[config.mk]
export PLATFORM = sky130hd
export DESIGN_NAME = stm_timer
export DESIGN_NICKNAME = d
export VERILOG_FILES = /design/src/logic/stm_timer.v
export VERILOG_INCLUDE_DIRS = /design/src /design/src/logic
export SDC_FILE = /design/constraint.sdc
export NUM_CORES = 1
export LEC_CHECK = 0
export ABC_AREA = 0
export ABC_CLOCK_PERIOD_IN_PS = 3700
export BUFFER_PORTS_ARGS = -buffer_cell sky130_fd_sc_hd__buf_2
export CELL_PAD_IN_SITES_DETAIL_PLACEMENT = 2
export CELL_PAD_IN_SITES_GLOBAL_PLACEMENT = 2
export CORE_ASPECT_RATIO = 0.8
export CORE_MARGIN = 2
export CORE_UTILIZATION = 36
export CTS_CLUSTER_SIZE = 16
export DETAILED_ROUTE_END_ITERATION = 6
export GPL_TIMING_DRIVEN = 1
export PLACE_DENSITY = 0.75
export SLEW_MARGIN = 30
export SYNTH_ARGS = -nofsm -noshare
export SYNTH_HDL_FRONTEND = slang
export SYNTH_SLANG_ARGS = --single-unit
[constraint.sdc]
create_clock -name clk -period 3.7 [get_ports clk]
set_input_delay 0.185 -clock clk [delete_from_list [all_inputs] [get_ports clk]]
set_output_delay 0.185 -clock clk [all_outputs]
set_load 0.005 [all_outputs]
[src/logic/stm_map.vh]
// Purpose: register offsets, field positions and reset values of the standard timer
// Assumes: byte-wide registers on a plain address/strobe port
// Notes: definitions only
`ifndef STM_MAP_VH
`define STM_MAP_VH
`define STM_ADDR_W 3
`define STM_OFS_CTRL0 3'h0
`define STM_OFS_CTRL1 3'h1
`define STM_OFS_CNT_LO 3'h2
`define STM_OFS_CNT_HI 3'h3
`define STM_OFS_CMPA_LO 3'h4
`define STM_OFS_CMPA_HI 3'h5
`define STM_OFS_PERIOD 3'h6
`define STM_CTRL0_RST 8'h00
`define STM_CTRL1_RST 8'h00
`define STM_CMPA_RST 16'h0000
`define STM_PERIOD_RST 8'h00
`define STM_C0_PAUSE 7
`define STM_C0_CKSEL_HI 6
`define STM_C0_CKSEL_LO 4
`define STM_C0_ON 3
`define STM_C1_MODE_HI 7
`define STM_C1_MODE_LO 6
`define STM_C1_FUNC_HI 5
`define STM_C1_FUNC_LO 4
`define STM_C1_OCTRL 3
`define STM_C1_POL 2
`define STM_C1_SWAP 1
`define STM_C1_CCLR 0
`define STM_MODE_CMP 2'h0
`define STM_MODE_CAP 2'h1
`define STM_MODE_PWM 2'h2
`define STM_MODE_TMR 2'h3
`define STM_CK_SYS4 3'h0
`define STM_CK_SYS 3'h1
`define STM_CK_H16 3'h2
`define STM_CK_H64 3'h3
`define STM_CK_TBC 3'h4
`define STM_CK_H8 3'h5
`define STM_CK_EXT_R 3'h6
`define STM_CK_EXT_F 3'h7
`define STM_SYS_DIV 2'h3
`endif

[src/logic/stm_timer.v]
// Purpose: 16-bit standard timer with compare, capture, pwm/single pulse and timer modes
// Assumes: high_speed_clk_en and time_base_clk_en are one-cycle enables in the clk domain
// Notes: all outputs registered; the timer pin is a two-way pin with active-low enable
`include "stm_map.vh"

// Functional notes
// - 16-bit up-counter from selected internal clock or external clock pin.
// - period comparator checks period value against counter bits 15 to 8.
// - compare-A comparator checks all sixteen counter bits.
// - no software write to counter; software clears it only by a module-on rising edge.
// - counter auto-clears on overflow or associated comparator match.
// - pause holds the counter; counting resumes from held value.
// - three-bit clock select picks one of eight counter clock sources.
// - module off stops counter; falling module-on keeps residual value.
// - compare mode: module-on rising edge resets pin to output-control level.
// - control 0 bits 2 to 0 read as zero.
// - two-bit mode field selects compare, capture, pwm, timer mode.
// - compare mode pin action on match A: none, low, high, toggle.
// - compare mode pin changes on match A only, never period match.
// - pwm mode function: force inactive, force active, pwm, single pulse.
// - capture mode trigger: rising, falling, both edges, disabled.
// - requested level equal to initial level gives no visible change.
// - output control sets initial level or pwm active level; not in timer mode.
// - polarity bit inverts pin in compare and pwm modes only.
// - swap bit exchanges period and duty roles in pwm mode.
module stm_timer (
  input wire clk,
  input wire rstn,
  input wire clk_en,
  input wire [`STM_ADDR_W-1:0] addr,
  input wire [7:0] wdata,
  input wire wr,
  input wire rd,
  output reg [7:0] rdata,
  input wire high_speed_clk_en,
  input wire time_base_clk_en,
  input wire external_clock_pin,
  input wire timer_pin_in,
  output reg timer_output_pin,
  output reg timer_pin_oe_n
);

  // ************************************************************
  // registers
  // ************************************************************
  reg [7:0] ctrl0;
  reg [7:0] ctrl1;
  reg [15:0] compare_a_value;
  reg [7:0] period_compare_value;
  reg [15:0] count;
  reg [15:0] capture_value;
  reg on_d;
  reg [1:0] ext_sync;
  reg ext_prev;
  reg [1:0] sys_div;
  reg [5:0] h_div;
  reg pin_sync0;
  reg pin_sync1;
  reg pin_prev;
  reg cmp_level;
  reg pulse_done;

  wire counter_pause = ctrl0[`STM_C0_PAUSE];
  wire [2:0] clock_select = ctrl0[`STM_C0_CKSEL_HI:`STM_C0_CKSEL_LO];
  wire module_on = ctrl0[`STM_C0_ON];
  wire [1:0] mode = ctrl1[`STM_C1_MODE_HI:`STM_C1_MODE_LO];
  wire [1:0] output_function = ctrl1[`STM_C1_FUNC_HI:`STM_C1_FUNC_LO];
  wire output_control = ctrl1[`STM_C1_OCTRL];
  wire output_polarity = ctrl1[`STM_C1_POL];
  wire period_duty_swap = ctrl1[`STM_C1_SWAP];
  wire counter_clear_select = ctrl1[`STM_C1_CCLR];

  // mode decode shared by the readback, capture and pin logic
  function mode_is;
    input [1:0] m;
    input [1:0] want;
    begin
      mode_is = (m == want);
    end
  endfunction

  wire is_cmp = mode_is(mode, `STM_MODE_CMP);
  wire is_cap = mode_is(mode, `STM_MODE_CAP);

  function wr_hit;
    input [`STM_ADDR_W-1:0] a;
    input [`STM_ADDR_W-1:0] ofs;
    begin
      wr_hit = wr && (a == ofs);
    end
  endfunction

  // ************************************************************
  // counter clock selection
  // ************************************************************
  // the external pin is synchronised before its edge is looked at
  always @(posedge clk or negedge rstn)
  begin
    if (!rstn)
    begin
      ext_sync <= 2'h0;
      ext_prev <= 1'b0;
    end
    else if (clk_en)
    begin
      ext_sync <= {ext_sync[0], external_clock_pin};
      ext_prev <= ext_sync[1];
    end
  end

  // ************************************************************
  // prescalers
  // ************************************************************
  // prescalers run free of module_on, so a restart does not realign their phase
  always @(posedge clk or negedge rstn)
  begin
    if (!rstn)
    begin
      sys_div <= 2'h0;
      h_div <= 6'h00;
    end
    else if (clk_en)
    begin
      sys_div <= sys_div + 2'h1;
      if (high_speed_clk_en)
        h_div <= h_div + 6'h01;
    end
  end

  wire ext_rise = ext_sync[1] & ~ext_prev;
  wire ext_fall = ~ext_sync[1] & ext_prev;

  reg tick;
  always @*
  begin
    case (clock_select)
      `STM_CK_SYS4: tick = (sys_div == `STM_SYS_DIV);
      `STM_CK_SYS: tick = 1'b1;
      `STM_CK_H16: tick = high_speed_clk_en && (h_div[3:0] == 4'hf);
      `STM_CK_H64: tick = high_speed_clk_en && (h_div == 6'h3f);
      `STM_CK_TBC: tick = time_base_clk_en;
      `STM_CK_H8: tick = high_speed_clk_en && (h_div[2:0] == 3'h7);
      `STM_CK_EXT_R: tick = ext_rise;
      `STM_CK_EXT_F: tick = ext_fall;
      default: tick = 1'b0;
    endcase
  end

  // ************************************************************
  // comparators and clear
  // ************************************************************
  wire match_p = (count[15:8] == period_compare_value) && (count[7:0] == 8'hff);
  wire match_a = (count == compare_a_value);
  wire overflow = (count == 16'hffff);
  wire is_pwm = mode_is(mode, `STM_MODE_PWM);
  wire period_zero_p = (period_compare_value == 8'h00);
  // in pwm the swap bit picks the clear; otherwise the clear select bit does
  wire use_a_clear = is_pwm ? period_duty_swap : counter_clear_select;
  // an all-zero compare A would clear at every tick, so it falls back to overflow
  wire cmp_a_zero = (compare_a_value == 16'h0000);
  wire clear_now = use_a_clear ? (cmp_a_zero ? overflow : match_a) :
                   (period_zero_p ? overflow : match_p);
  wire on_rise = module_on & ~on_d;
  wire run = module_on && !counter_pause && tick;

  always @(posedge clk or negedge rstn)
  begin
    if (!rstn)
    begin
      count <= 16'h0000;
      on_d <= 1'b0;
    end
    else if (clk_en)
    begin
      on_d <= module_on;
      if (on_rise)
        count <= 16'h0000;
      else if (run)
      begin
        if (clear_now)
          count <= 16'h0000;
        else
          count <= count + 16'h0001;
      end
    end
  end

  // ************************************************************
  // software registers
  // ************************************************************
  // in capture mode the counter pair shows the captured value
  wire [15:0] shown_count = is_cap ? capture_value : count;

  // one decode for every readable offset; unmapped offsets read zero
  function [7:0] read_value;
    input [`STM_ADDR_W-1:0] a;
    begin
      case (a)
        `STM_OFS_CTRL0: read_value = {ctrl0[7:3], 3'h0};
        `STM_OFS_CTRL1: read_value = ctrl1;
        `STM_OFS_CNT_LO: read_value = shown_count[7:0];
        `STM_OFS_CNT_HI: read_value = shown_count[15:8];
        `STM_OFS_CMPA_LO: read_value = compare_a_value[7:0];
        `STM_OFS_CMPA_HI: read_value = compare_a_value[15:8];
        `STM_OFS_PERIOD: read_value = period_compare_value;
        default: read_value = 8'h00;
      endcase
    end
  endfunction

  always @(posedge clk or negedge rstn)
  begin
    if (!rstn)
    begin
      ctrl0 <= `STM_CTRL0_RST;
      ctrl1 <= `STM_CTRL1_RST;
      compare_a_value <= `STM_CMPA_RST;
      period_compare_value <= `STM_PERIOD_RST;
      rdata <= 8'h00;
    end
    else if (clk_en)
    begin
      // the counter registers have no write path
      if (wr_hit(addr, `STM_OFS_CTRL0))
        ctrl0 <= {wdata[7:3], 3'h0};
      if (wr_hit(addr, `STM_OFS_CTRL1))
        ctrl1 <= wdata;
      if (wr_hit(addr, `STM_OFS_CMPA_LO))
        compare_a_value[7:0] <= wdata;
      if (wr_hit(addr, `STM_OFS_CMPA_HI))
        compare_a_value[15:8] <= wdata;
      if (wr_hit(addr, `STM_OFS_PERIOD))
        period_compare_value <= wdata;
      if (rd)
        rdata <= read_value(addr);
      else
        rdata <= 8'h00;
    end
  end

  // ************************************************************
  // capture input
  // ************************************************************
  // edges come from the second synchroniser stage and its delayed copy only
  wire pin_rise = pin_sync1 & ~pin_prev;
  wire pin_fall = ~pin_sync1 & pin_prev;

  always @(posedge clk or negedge rstn)
  begin
    if (!rstn)
    begin
      pin_sync0 <= 1'b0;
      pin_sync1 <= 1'b0;
      pin_prev <= 1'b0;
      capture_value <= 16'h0000;
    end
    else if (clk_en)
    begin
      pin_sync0 <= timer_pin_in;
      pin_sync1 <= pin_sync0;
      pin_prev <= pin_sync1;
      if (module_on && is_cap)
      begin
        case (output_function)
          2'h0:
          begin
            if (pin_rise)
              capture_value <= count;
          end
          2'h1:
          begin
            if (pin_fall)
              capture_value <= count;
          end
          2'h2:
          begin
            if (pin_rise || pin_fall)
              capture_value <= count;
          end
          default: capture_value <= capture_value;
        endcase
      end
    end
  end

  // ************************************************************
  // output pin
  // ************************************************************
  // duty compare: swap picks which register sets duty
  wire [15:0] duty_value = period_duty_swap ?
    (period_zero_p ? 16'hffff : {period_compare_value, 8'h00}) : compare_a_value;
  wire [16:0] period_len = period_duty_swap ? {1'b0, compare_a_value} :
    (period_zero_p ? 17'h10000 : {1'b0, period_compare_value, 8'h00});
  wire duty_active = ({1'b0, duty_value} >= period_len) || (count < duty_value);

  always @(posedge clk or negedge rstn)
  begin
    if (!rstn)
      cmp_level <= 1'b0;
    else if (clk_en)
    begin
      if (on_rise)
        cmp_level <= output_control;
      else if (run && match_a && is_cmp)
      begin
        case (output_function)
          2'h1: cmp_level <= 1'b0;
          2'h2: cmp_level <= 1'b1;
          2'h3: cmp_level <= ~cmp_level;
          default: cmp_level <= cmp_level;
        endcase
      end
    end
  end

  // a single pulse ends at the first counter clear after switch-on
  always @(posedge clk or negedge rstn)
  begin
    if (!rstn)
      pulse_done <= 1'b0;
    else if (clk_en)
    begin
      if (on_rise)
        pulse_done <= 1'b0;
      else if (run && is_pwm && clear_now)
        pulse_done <= 1'b1;
    end
  end

  reg raw_level;
  always @*
  begin
    case (output_function)
      2'h0: raw_level = ~output_control;
      2'h1: raw_level = output_control;
      2'h2: raw_level = (module_on && duty_active) ? output_control : ~output_control;
      2'h3: raw_level = (module_on && !pulse_done && duty_active) ?
                        output_control : ~output_control;
      default: raw_level = ~output_control;
    endcase
  end

  always @(posedge clk or negedge rstn)
  begin
    if (!rstn)
    begin
      timer_output_pin <= 1'b0;
      timer_pin_oe_n <= 1'b1;
    end
    else if (clk_en)
    begin
      case (mode)
        `STM_MODE_CMP:
        begin
          timer_output_pin <= cmp_level ^ output_polarity;
          timer_pin_oe_n <= 1'b0;
        end
        `STM_MODE_PWM:
        begin
          timer_output_pin <= raw_level ^ output_polarity;
          timer_pin_oe_n <= 1'b0;
        end
        // capture and timer modes leave the pin free
        default:
        begin
          timer_output_pin <= 1'b0;
          timer_pin_oe_n <= 1'b1;
        end
      endcase
    end
  end

endmodule // stm_timer

==> flow_summary.ini, run 1 <==
[outcome]
status = finished clean

[sta]
worst_slack_ns = 0.0677
slew_headroom_pct = 43.7
hold_viol = 0
setup_viol = 0
min_period_ns = 3.63
tns_ns = 0
finalCritPeriodShare_pct = 98.2
slew_viol_final = 0
tightest_slew_ns = 0.842
fmax_ghz = 0.275
worst_hold_slack_ns = 0.0560
fin_skew_ns = 0.0141

[critical_path]
cp-end-kind = register
slowest_stage = or4_4
cp_slowest_stage_delay_ns = 0.59
crit_required_ns = 3.94
arrival_ns = 3.87
path_buf_inv = 1
path_class = register to register
path_max_fanout = 5
startpoint_type = register
crit_chain = or4_4, nor2_2, nand2_1, o21ai_2, ha_1, a21o_1, a21o_1, a21oi_1, o31ai_1, o31ai_1, buf_4, a21oi_1, o311ai_2, nand3b_1
critical-path-top-delay-family = compound AO/OA/AOI/OAI gates

[cts]
worstSkewPairLatency_ns = 0.36
cts.sinks = 96
cts_buffers = 9
clkTransAtPathRegs_ns = 0.07
cts_tree = built
htreeDepth = 3
root_buffer = clkbuf_16
clk_path_buf_depth = 2

[place]
gp_congestion = 0.927
portBuffers = 29
placed_area_um2 = 6770
hpwl_um = 17200
place_ws_ns = -0.138
placed_cells = 916

[floorplanning]
fp.dieW_um = 153
initial_utilization_pct = 36.9
core_um2 = 17400
ios = 30
dieArea_um2 = 18900
die_h_um = 123
row_count = 43

[grt]
grt.overflow.total = 0
grt_pass1_wl_um = 36700
grt_pass1_vias = 6233
antenna_found_initial = 0
grt_start_max_net_pins = 77
track_usage_pct = 25.7

[synth]
ys.flop_type = dfrtp_1
mappedNetlistArea_um2 = 6410
synth_cells = 688
ys_ff_latch = 96
synth_top_area_share_pct = 37.1
avgSynthCellArea_um2 = 9.32
yosys-top-cells-area = dfrtp_1, mux2_2, ha_1
synth_commonest_cells = dfrtp_1, nand2_1, o21ai_0, mux2_2, ha_1
synth_edf_count = 0
ys_seq_area_share_pct = 37.5
yosys.area.top_type = dfrtp_1
yosysWarnings = 0
synth-async-reset-ratio_pct = 100
syn_nets = 744
yosysUniqueCellTypes = 67
post-synth-top-count-cell = dfrtp_1

[layout]
area_growth_syn_to_layout_pct = 13.0
num-nets-final = 766
final_cell_area_um2 = 7250
drive_gt1_share_pct = 21.5
antenna_cells = 0
stdcell_count = 940
fillers = 1921

[detailed_routing]
num_vias = 5607
first_pass_iters = 4
antenna_left = 0
wl_per_cell_um = 25.7
via_per_inst = 5.96
finalWirelength_um = 24200
drcViolationCount = 0
drt_iter0_markers = 331

[power]
power.share.clock_pct = 23.3
switching_share_pct = 41.0
pwr_density_cell_nw_per_um2 = 586
pwr-share-seq_pct = 37.1
p_leak_nw = 3.07
power_frac_comb_pct = 39.6
internal_power_w = 0.00251
p_sw_w = 0.00174
irDropWorstVdd_mv = 0.245

[job]
cap_violations = 0

[min_path]
min_path_type = primary input to register
-- cell type report --
| class | instances | area, um2 | area share, % |
|---|---|---|---|
| clock buffers | 11 | 233 | 3.21 |
| clock inverters | 5 | 63.8 | 0.881 |
| inverters | 35 | 131 | 1.81 |
| multi-input cells | 510 | 3760 | 51.9 |
| flip-flops and latches | 96 | 2400 | 33.2 |
| well taps | 225 | 282 | 3.89 |
| repair buffers | 58 | 372 | 5.13 |
-- cells in the final DEF, fill, tap and decap left out, types with 13 or more instances in the layout --
| cell type | synthesis | layout |
|---|---|---|
| nand4_1 | 14 | 14 |
| nand2b_1 | 13 | 13 |
| o21ai_0 | 51 | 47 |
| buf_2 | 3 | 28 |
| nor2_1 | 27 | 24 |
| a21oi_1 | 35 | 33 |
| buf_4 | 1 | 28 |
| ha_1 | 36 | 35 |
| nand2_1 | 73 | 73 |
| mux2i_1 | 20 | 20 |
| mux2_2 | 48 | 48 |
| inv_1 | 35 | 35 |
| xnor2_1 | 27 | 27 |
| dfrtp_1 | 95 | 95 |
| nand3_1 | 15 | 15 |
-- metal layers --
metal | GRT usage [%] | share of wire (%) | up-vias
met1 | 33.7 | 43 | 2892
met3 | 4.03 | 5.2 | 52
met5 | 0 | 0 | -
met2 | 43.3 | 49 | 138
met4 | 9.38 | 2.9 | 0
li1 | - | - | 2525
-- power groups by stage --
stage / combinational (W) / sequential [W] / clock, W
after floorplan: 0.00108 / 0.00143 / 0
after global placement: 0.00139 / 0.00156 / 0
after detailed placement: 0.00153 / 0.00158 / 0
after CTS: 0.00156 / 0.00157 / 0.00101
after global routing: 0.00184 / 0.00160 / 0.00105
final: 0.00168 / 0.00158 / 0.000989
-- timing repair --
action / in CTS / in global routing
resized for setup: 5 / 23
hold buffers: 1 / 0
endpoints found under the setup margin: 1 / 1
endpoints found under the hold margin: 74 / 0
buffers inserted: 0 / 7
pin swaps: 0 / 10
cloned: 0 / 0
-- cell families (layout without fill, tap and decap cells) --
logic type      after synthesis  count (layout)  synth area share, %
buf+inv                      82             109                 5.87
flops                        96              96                 37.5
compound gates              176             176                 17.5
xor+xnor                     30              30                 4.10
fa+ha+maj                    37              37                 7.18
simple gates                197             197                 15.6
mux                          70              70                 12.3
-- path summary, 6_finish.rpt --
path / from / to / slack, ns / depth (start not counted)
worst max-delay path: period_compare_value[0]$_DFFE_PN0P_ / timer_output_pin$_DFFE_PN0P_ / 0.07 / 14
worst min-delay path: external_clock_pin / ext_sync[0]$_DFFE_PN0P_ / 0.06 / 2
worst max register to register: period_compare_value[0]$_DFFE_PN0P_ / timer_output_pin$_DFFE_PN0P_ / 0.07 / 14
worst min register to register: sys_div[0]$_DFFE_PN0P_ / sys_div[0]$_DFFE_PN0P_ / 0.48 / 1
max in group asynchronous: rstn / ext_sync[1]$_DFFE_PN0P_ / 2.45 / 3
min in group asynchronous: rstn / count[4]$_DFFE_PN0P_ / 0.42 / 2
-- registers in the layout (all words and copies together), names as in the netlist --
register              count
capture_value            16
cmp_level                 1
compare_a_value          16
count                    16
ctrl0                     5
ctrl1                     8
ext_prev                  1
ext_sync                  2
h_div                     6
on_d                      1
period_compare_value      8
pin_prev                  1
pin_sync0                 1
pin_sync1                 1
pulse_done                1
rdata                     8
sys_div                   2
timer_output_pin          1
timer_pin_oe_n            1
-- per-stage QoR --
stage	utilization [%]	power (W)
3_3_place_gp	38.9	0.00294
5_1_grt	41.7	0.00448
3_5_place_dp	39.0	0.00311
2_1_floorplan	-	0.00250
6_report	41.7	0.00425
4_1_cts	40.9	0.00414
Power figures use the tool's default switching activity.
==> run 2, diff against run 1 <==
ABC_CLOCK_PERIOD_IN_PS = 4000   (was 3700)
CORE_UTILIZATION = 40   (was 36)
PLACE_DENSITY = 0.79   (was 0.75)
TNS_END_PERCENT = 30   (was unset)
clock period = 4 ns   (was 3.7 ns; I/O delays follow)
==> run 2 against run 1 <==
Effect of this change: sequential share of layout area grew 1.0 points; count of clock-buffer cells in the layout unchanged; flip-flop and latch count did not move; largest cell class unchanged; highest routed layer unchanged; critical path depth is the same.
==> flow_summary.ini, run 2 (same netlist as run 1, synthesis figures left out) <==
[outcome]
status = finished clean

[sta]
setup_viol = 0
tns_ns = 0
fmax_ghz = 0.267
slew_headroom_pct = 38.3
worst_slack_ns = 0.256
finalCritPeriodShare_pct = 93.6
fin_skew_ns = 0.00980
grt_setup_unrepaired = no
min_period_ns = 3.74
hold_viol = 0
slew_viol_final = 0
tightest_slew_ns = 0.923

[min_path]
hold-path-endpoint = pin_sync0$_DFFE_PN0P_
whs_path_depth = 2
min_path_type = primary input to register
min-delay-start = timer_pin_in

[cts]
clk_path_buf_depth = 2
htreeDepth = 3
worstSkewPairLatency_ns = 0.36
cts.sinks = 96
cts_tree = built
root_buffer = clkbuf_16
cts_buffers = 9
cts_setup_buffers = 0
clkTransAtPathRegs_ns = 0.07

[critical_path]
path_class = register to register
path_max_fanout = 8
startpoint_type = register
r2r_slack_ns = 0.26
path_common_cell = nor2_1
cp-end-kind = register
cp_slowest_stage_delay_ns = 0.64
worstReg2RegStart = period_compare_value[0]$_DFFE_PN0P_
crit_required_ns = 4.23
slowest_stage = or4_1
arrival_ns = 3.97
worstRegToRegCells = 14
critical-path-top-delay-family = simple AND/OR/NAND/NOR gates
crit_chain = or4_1, nor2_1, nand2_1, o21ai_0, inv_1, ha_1, a211oi_1, nor2_1, nor3_1, o21ai_1, a211o_1, and4_4, o311ai_1, nand3b_1
rr_endpoint = timer_output_pin$_DFFE_PN0P_
path_buf_inv = 1

[grt]
grt_use_met3_pct = 4.65
antenna_found_initial = 0
grt.overflow.total = 0
grt_start_max_net_pins = 64
grtUsageMet1_pct = 38.0
grt_util_met2_pct = 47.2
grt_pass1_wl_um = 36200
track_usage_pct = 28.1
top_usage_layer = met2
grt_pass1_vias = 6092

[layout]
area_growth_syn_to_layout_pct = 9.56
antenna_cells = 0
num-nets-final = 757
most-common-layout-cells = dfrtp_1, nand2_1, o21ai_0, mux2_2, ha_1
postLayoutCoreUtil_pct = 44.6
drive_gt1_share_pct = 17.7
reg.largest.list = capture_value (16), compare_a_value (16), count (16)
fillers = 1705
mostFrequentLayoutCell = dfrtp_1
regArea_um2 = 2400
multi_input_area_um2 = 3650

[place]
hpwl_um = 17100
portBuffers = 29
gp_congestion = 0.936
place_ws_ns = 0.160

[floorplanning]
fp.dieW_um = 146
die_h_um = 117
row_count = 41
ios = 30
dieArea_um2 = 17100
initial_utilization_pct = 40.7
core_um2 = 15700

[detailed_routing]
drt_iter0_markers = 373
antenna_left = 0
finalWirelength_um = 22700
via_per_inst = 6.06
first_pass_iters = 5
wl_per_cell_um = 24.7
num_vias = 5582
drcViolationCount = 0

[power]
p_leak_nw = 3.01
irDropWorstVdd_mv = 0.337
pwr_density_cell_nw_per_um2 = 520

[job]
cap_violations = 0
-- run 2: changes by cell type in the layout (fill, tap and decap cells not counted), moves of 2 or more --
cell	previous run	this run
buf_4	28	20
o21ai_2	4	1
or4b_1	0	2
a21oi_1	33	35
or4b_4	2	0
o21ai_0	47	51
a21oi_2	2	0
-- run 2: cell type report --
| type | count | share of cell area (%) |
|---|---|---|
| clock buffer | 11 | 3.31 |
| clock inverter | 5 | 0.588 |
| inverter | 35 | 1.87 |
| multi-input combinational | 510 | 51.9 |
| sequential | 96 | 34.2 |
| tap | 215 | 3.83 |
| timing repair buffer | 49 | 4.28 |
-- run 2: metrics by stage --
step / cells / hold slack (ns) / cell area [um2] / total power, W
final: 921 / 0.0685 / 7020 / 0.00365
after CTS: 921 / 0.0651 / 7020 / 0.00366
after detailed placement: 904 / 0.350 / 6730 / 0.00282
after global placement: 904 / 0.338 / 6730 / 0.00271
after floorplan: 688 / -0.0956 / 6410 / 0.00232
after global routing: 921 / 0.0740 / 7020 / 0.00388
-- run 2: routing by layer --
metal / vias to the layer above / part of all wire [%]
met5: - / 0
met4: 0 / 2.0
met3: 33 / 4.0
met2: 120 / 47
met1: 2934 / 47
li1: 2495 / -
-- run 2: where the power goes --
group	internal, W	total [W]	switching (W)
registers	0.00116	0.00145	0.000292
logic	0.000583	0.00137	0.000791
clock network	0.000429	0.000827	0.000398
total	0.00217	0.00365	0.00148
-- run 2: worst max-delay path by stage --
| stage | start | end | cells past startpoint |
|---|---|---|---|
| after floorplan | period_compare_value[4]$_DFFE_PN0P_ | timer_output_pin$_DFFE_PN0P_ | 13 |
| after global placement | period_compare_value[4]$_DFFE_PN0P_ | timer_output_pin$_DFFE_PN0P_ | 12 |
| after detailed placement | period_compare_value[4]$_DFFE_PN0P_ | timer_output_pin$_DFFE_PN0P_ | 12 |
| after CTS | period_compare_value[4]$_DFFE_PN0P_ | timer_output_pin$_DFFE_PN0P_ | 12 |
| after global routing | period_compare_value[0]$_DFFE_PN0P_ | timer_output_pin$_DFFE_PN0P_ | 14 |
| final | period_compare_value[0]$_DFFE_PN0P_ | timer_output_pin$_DFFE_PN0P_ | 14 |
-- run 2: repair_timing --
item	in CTS	in global routing
resized for setup	0	1
endpoints found under the hold margin	44	0
endpoints found under the setup margin	0	1
hold buffers	1	0
==> run 3, diff against run 2 <==
ABC_CLOCK_PERIOD_IN_PS = unset   (was 4000)
CORE_UTILIZATION = 36   (was 40)
PLACE_DENSITY = unset   (was 0.79)
PLACE_DENSITY_LB_ADDON = 0.2   (was unset)
clock period = 3.28 ns   (was 4 ns; I/O delays follow)
==> run 3 against run 2 <==
Effect of this change: the run now ends with negative setup slack left; largest power group is now combinational cells; total power increased by 37%; cell area increased by 6.0%; first-iteration DRC count decreased by 14%; routed wire length increased by 9.6%; sequential power increased by 23%; critical endpoint unchanged; maximum frequency increased by 11%; non-clock buffer count increased by 31; register-to-register slack got worse by 0.36 ns; clock skew decreased by 0.0017 ns; count of clock-buffer cells in the layout unchanged; final cell count increased by 4.5%.
==> flow_summary.ini, run 3 (same netlist as run 1, synthesis figures left out) <==
[grt]
antenna_found_initial = 0
grt.overflow.total = 0
grt_pass1_vias = 6247
track_usage_pct = 27.5
grt_pass1_wl_um = 38900
grt_start_max_net_pins = 70

[sta]
worst_hold_slack_ns = 0.0346
slew_viol_final = 0
min_period_ns = 3.39
tightest_slew_ns = 0.862
setup_viol = 1
finalCritPeriodShare_pct = 103
fmax_ghz = 0.295
worst_slack_ns = -0.108
grt_setup_unrepaired = yes
slew_headroom_pct = 42.3
fin_skew_ns = 0.00811
hold_viol = 0

[layout]
drive_gt1_share_pct = 23.9
antenna_cells = 0
most-common-layout-cells = dfrtp_1, nand2_1, buf_4, mux2_2, o21ai_0
area_growth_syn_to_layout_pct = 16.1
mostFrequentLayoutCell = dfrtp_1
postLayoutCoreUtil_pct = 42.8
stdcell_count = 962
reg.largest.list = capture_value (16), compare_a_value (16), count (16)
fillers = 1893
num-nets-final = 788

[detailed_routing]
wl_per_cell_um = 25.9
antenna_left = 0
drt_iter0_markers = 320
first_pass_iters = 4
via_per_inst = 5.88
drcViolationCount = 0
finalWirelength_um = 24900
num_vias = 5659

[cts]
cts.sinks = 96
root_buffer = clkbuf_16
worstSkewPairLatency_ns = 0.36
cts_buffers = 9
clkTransAtPathRegs_ns = 0.07
clk_path_buf_depth = 2
htreeDepth = 3
cts_tree = built

[floorplanning]
die_h_um = 123
dieArea_um2 = 18900
initial_utilization_pct = 36.9
fp.dieW_um = 153
core_um2 = 17400
ios = 30
row_count = 43

[job]
cap_violations = 0

[min_path]
whs_path_depth = 2
min_path_type = primary input to register
min-delay-start = timer_pin_in
hold-path-endpoint = pin_sync0$_DFFE_PN0P_

[outcome]
status = complete, but fails checks
violations = negative setup slack

[critical_path]
cp-end-kind = register
crit_required_ns = 3.50
r2r_slack_ns = -0.11
worstReg2RegStart = period_compare_value[1]$_DFFE_PN0P_
rr_endpoint = timer_output_pin$_DFFE_PN0P_
startpoint_type = register
worstRegToRegCells = 12
path_max_fanout = 4
arrival_ns = 3.61
path_class = register to register

[place]
gp_congestion = 0.974
hpwl_um = 18600
placed_cells = 941
portBuffers = 29

[power]
pwr_density_cell_nw_per_um2 = 671
totalPowerFinal_w = 0.00500
irDropWorstVdd_mv = 0.312
p_leak_nw = 3.21
==> run 3: per-layer routing <==
layer,part of all wire [%],GRT usage (%),vias to the layer above
met1,46,37.8,2967
li1,-,-,2565
met5,0,0,-
met3,4.9,4.91,20
met4,1.5,6.08,0
met2,47,45.7,107
==> run 3: how the worst max path moves through the flow <==
stage	start	endpoint	slack [ns]	cells after the start
4_1_cts	period_compare_value[6]$_DFFE_PN0P_	timer_output_pin$_DFFE_PN0P_	-0.08	12
2_1_floorplan	period_compare_value[3]$_DFFE_PN0P_	timer_output_pin$_DFFE_PN0P_	-0.03	13
3_5_place_dp	period_compare_value[4]$_DFFE_PN0P_	timer_output_pin$_DFFE_PN0P_	-0.32	13
3_3_place_gp	period_compare_value[4]$_DFFE_PN0P_	timer_output_pin$_DFFE_PN0P_	-0.12	14
6_report	period_compare_value[1]$_DFFE_PN0P_	timer_output_pin$_DFFE_PN0P_	-0.11	12
5_1_grt	period_compare_value[1]$_DFFE_PN0P_	timer_output_pin$_DFFE_PN0P_	-0.21	12
==> run 3: report_power, final <==
| part | total [W] | switching (W) | internal (W) |
|---|---|---|---|
| Sequential | 0.00178 | 0.000362 | 0.00142 |
| Combinational | 0.00201 | 0.00114 | 0.000877 |
| Clock | 0.00120 | 0.000488 | 0.000716 |
==> run 3: through the flow <==
step / TNS, ns / area [um2] / worst slack, ns
6_report: -0.108 / 7450 / -0.108
5_1_grt: -0.208 / 7450 / -0.208
4_1_cts: -0.0760 / 7350 / -0.0760
3_5_place_dp: -0.322 / 6960 / -0.322
3_3_place_gp: -0.116 / 6960 / -0.116
2_1_floorplan: -0.0327 / 6420 / -0.0327
==> run 3: critical path, cell delays in order, from the launching register on <==
cell      delay, ns
dfrtp_1        0.41
or4b_4         0.58
nor3_4         0.21
a21oi_2        0.07
ha_2           0.18
or4b_4         0.49
a31oi_4        0.18
maj3_2         0.19
o21ai_1        0.07
a211o_1        0.34
and4_4         0.22
o311ai_4       0.21
nand3b_1       0.10
==> run 3: what timing repair did <==
action / CTS / global route
endpoints found under the setup margin: 1 / 1
endpoints found under the hold margin: 55 / 0
cloned: 0 / 0
buffers inserted: 2 / 2
pin swaps: 4 / 10
hold buffers: 1 / 0
resized for setup: 9 / 17
==> run 3: cell type report <==
| type | count | area, um2 | share of cell area (%) |
|---|---|---|---|
| clock buffer | 11 | 253 | 3.39 |
| tap | 225 | 282 | 3.78 |
| multi-input combinational | 510 | 3750 | 50.4 |
| sequential | 96 | 2400 | 32.3 |
| clock inverter | 5 | 86.3 | 1.16 |
| timing repair buffer | 80 | 537 | 7.21 |
| inverter | 35 | 131 | 1.76 |
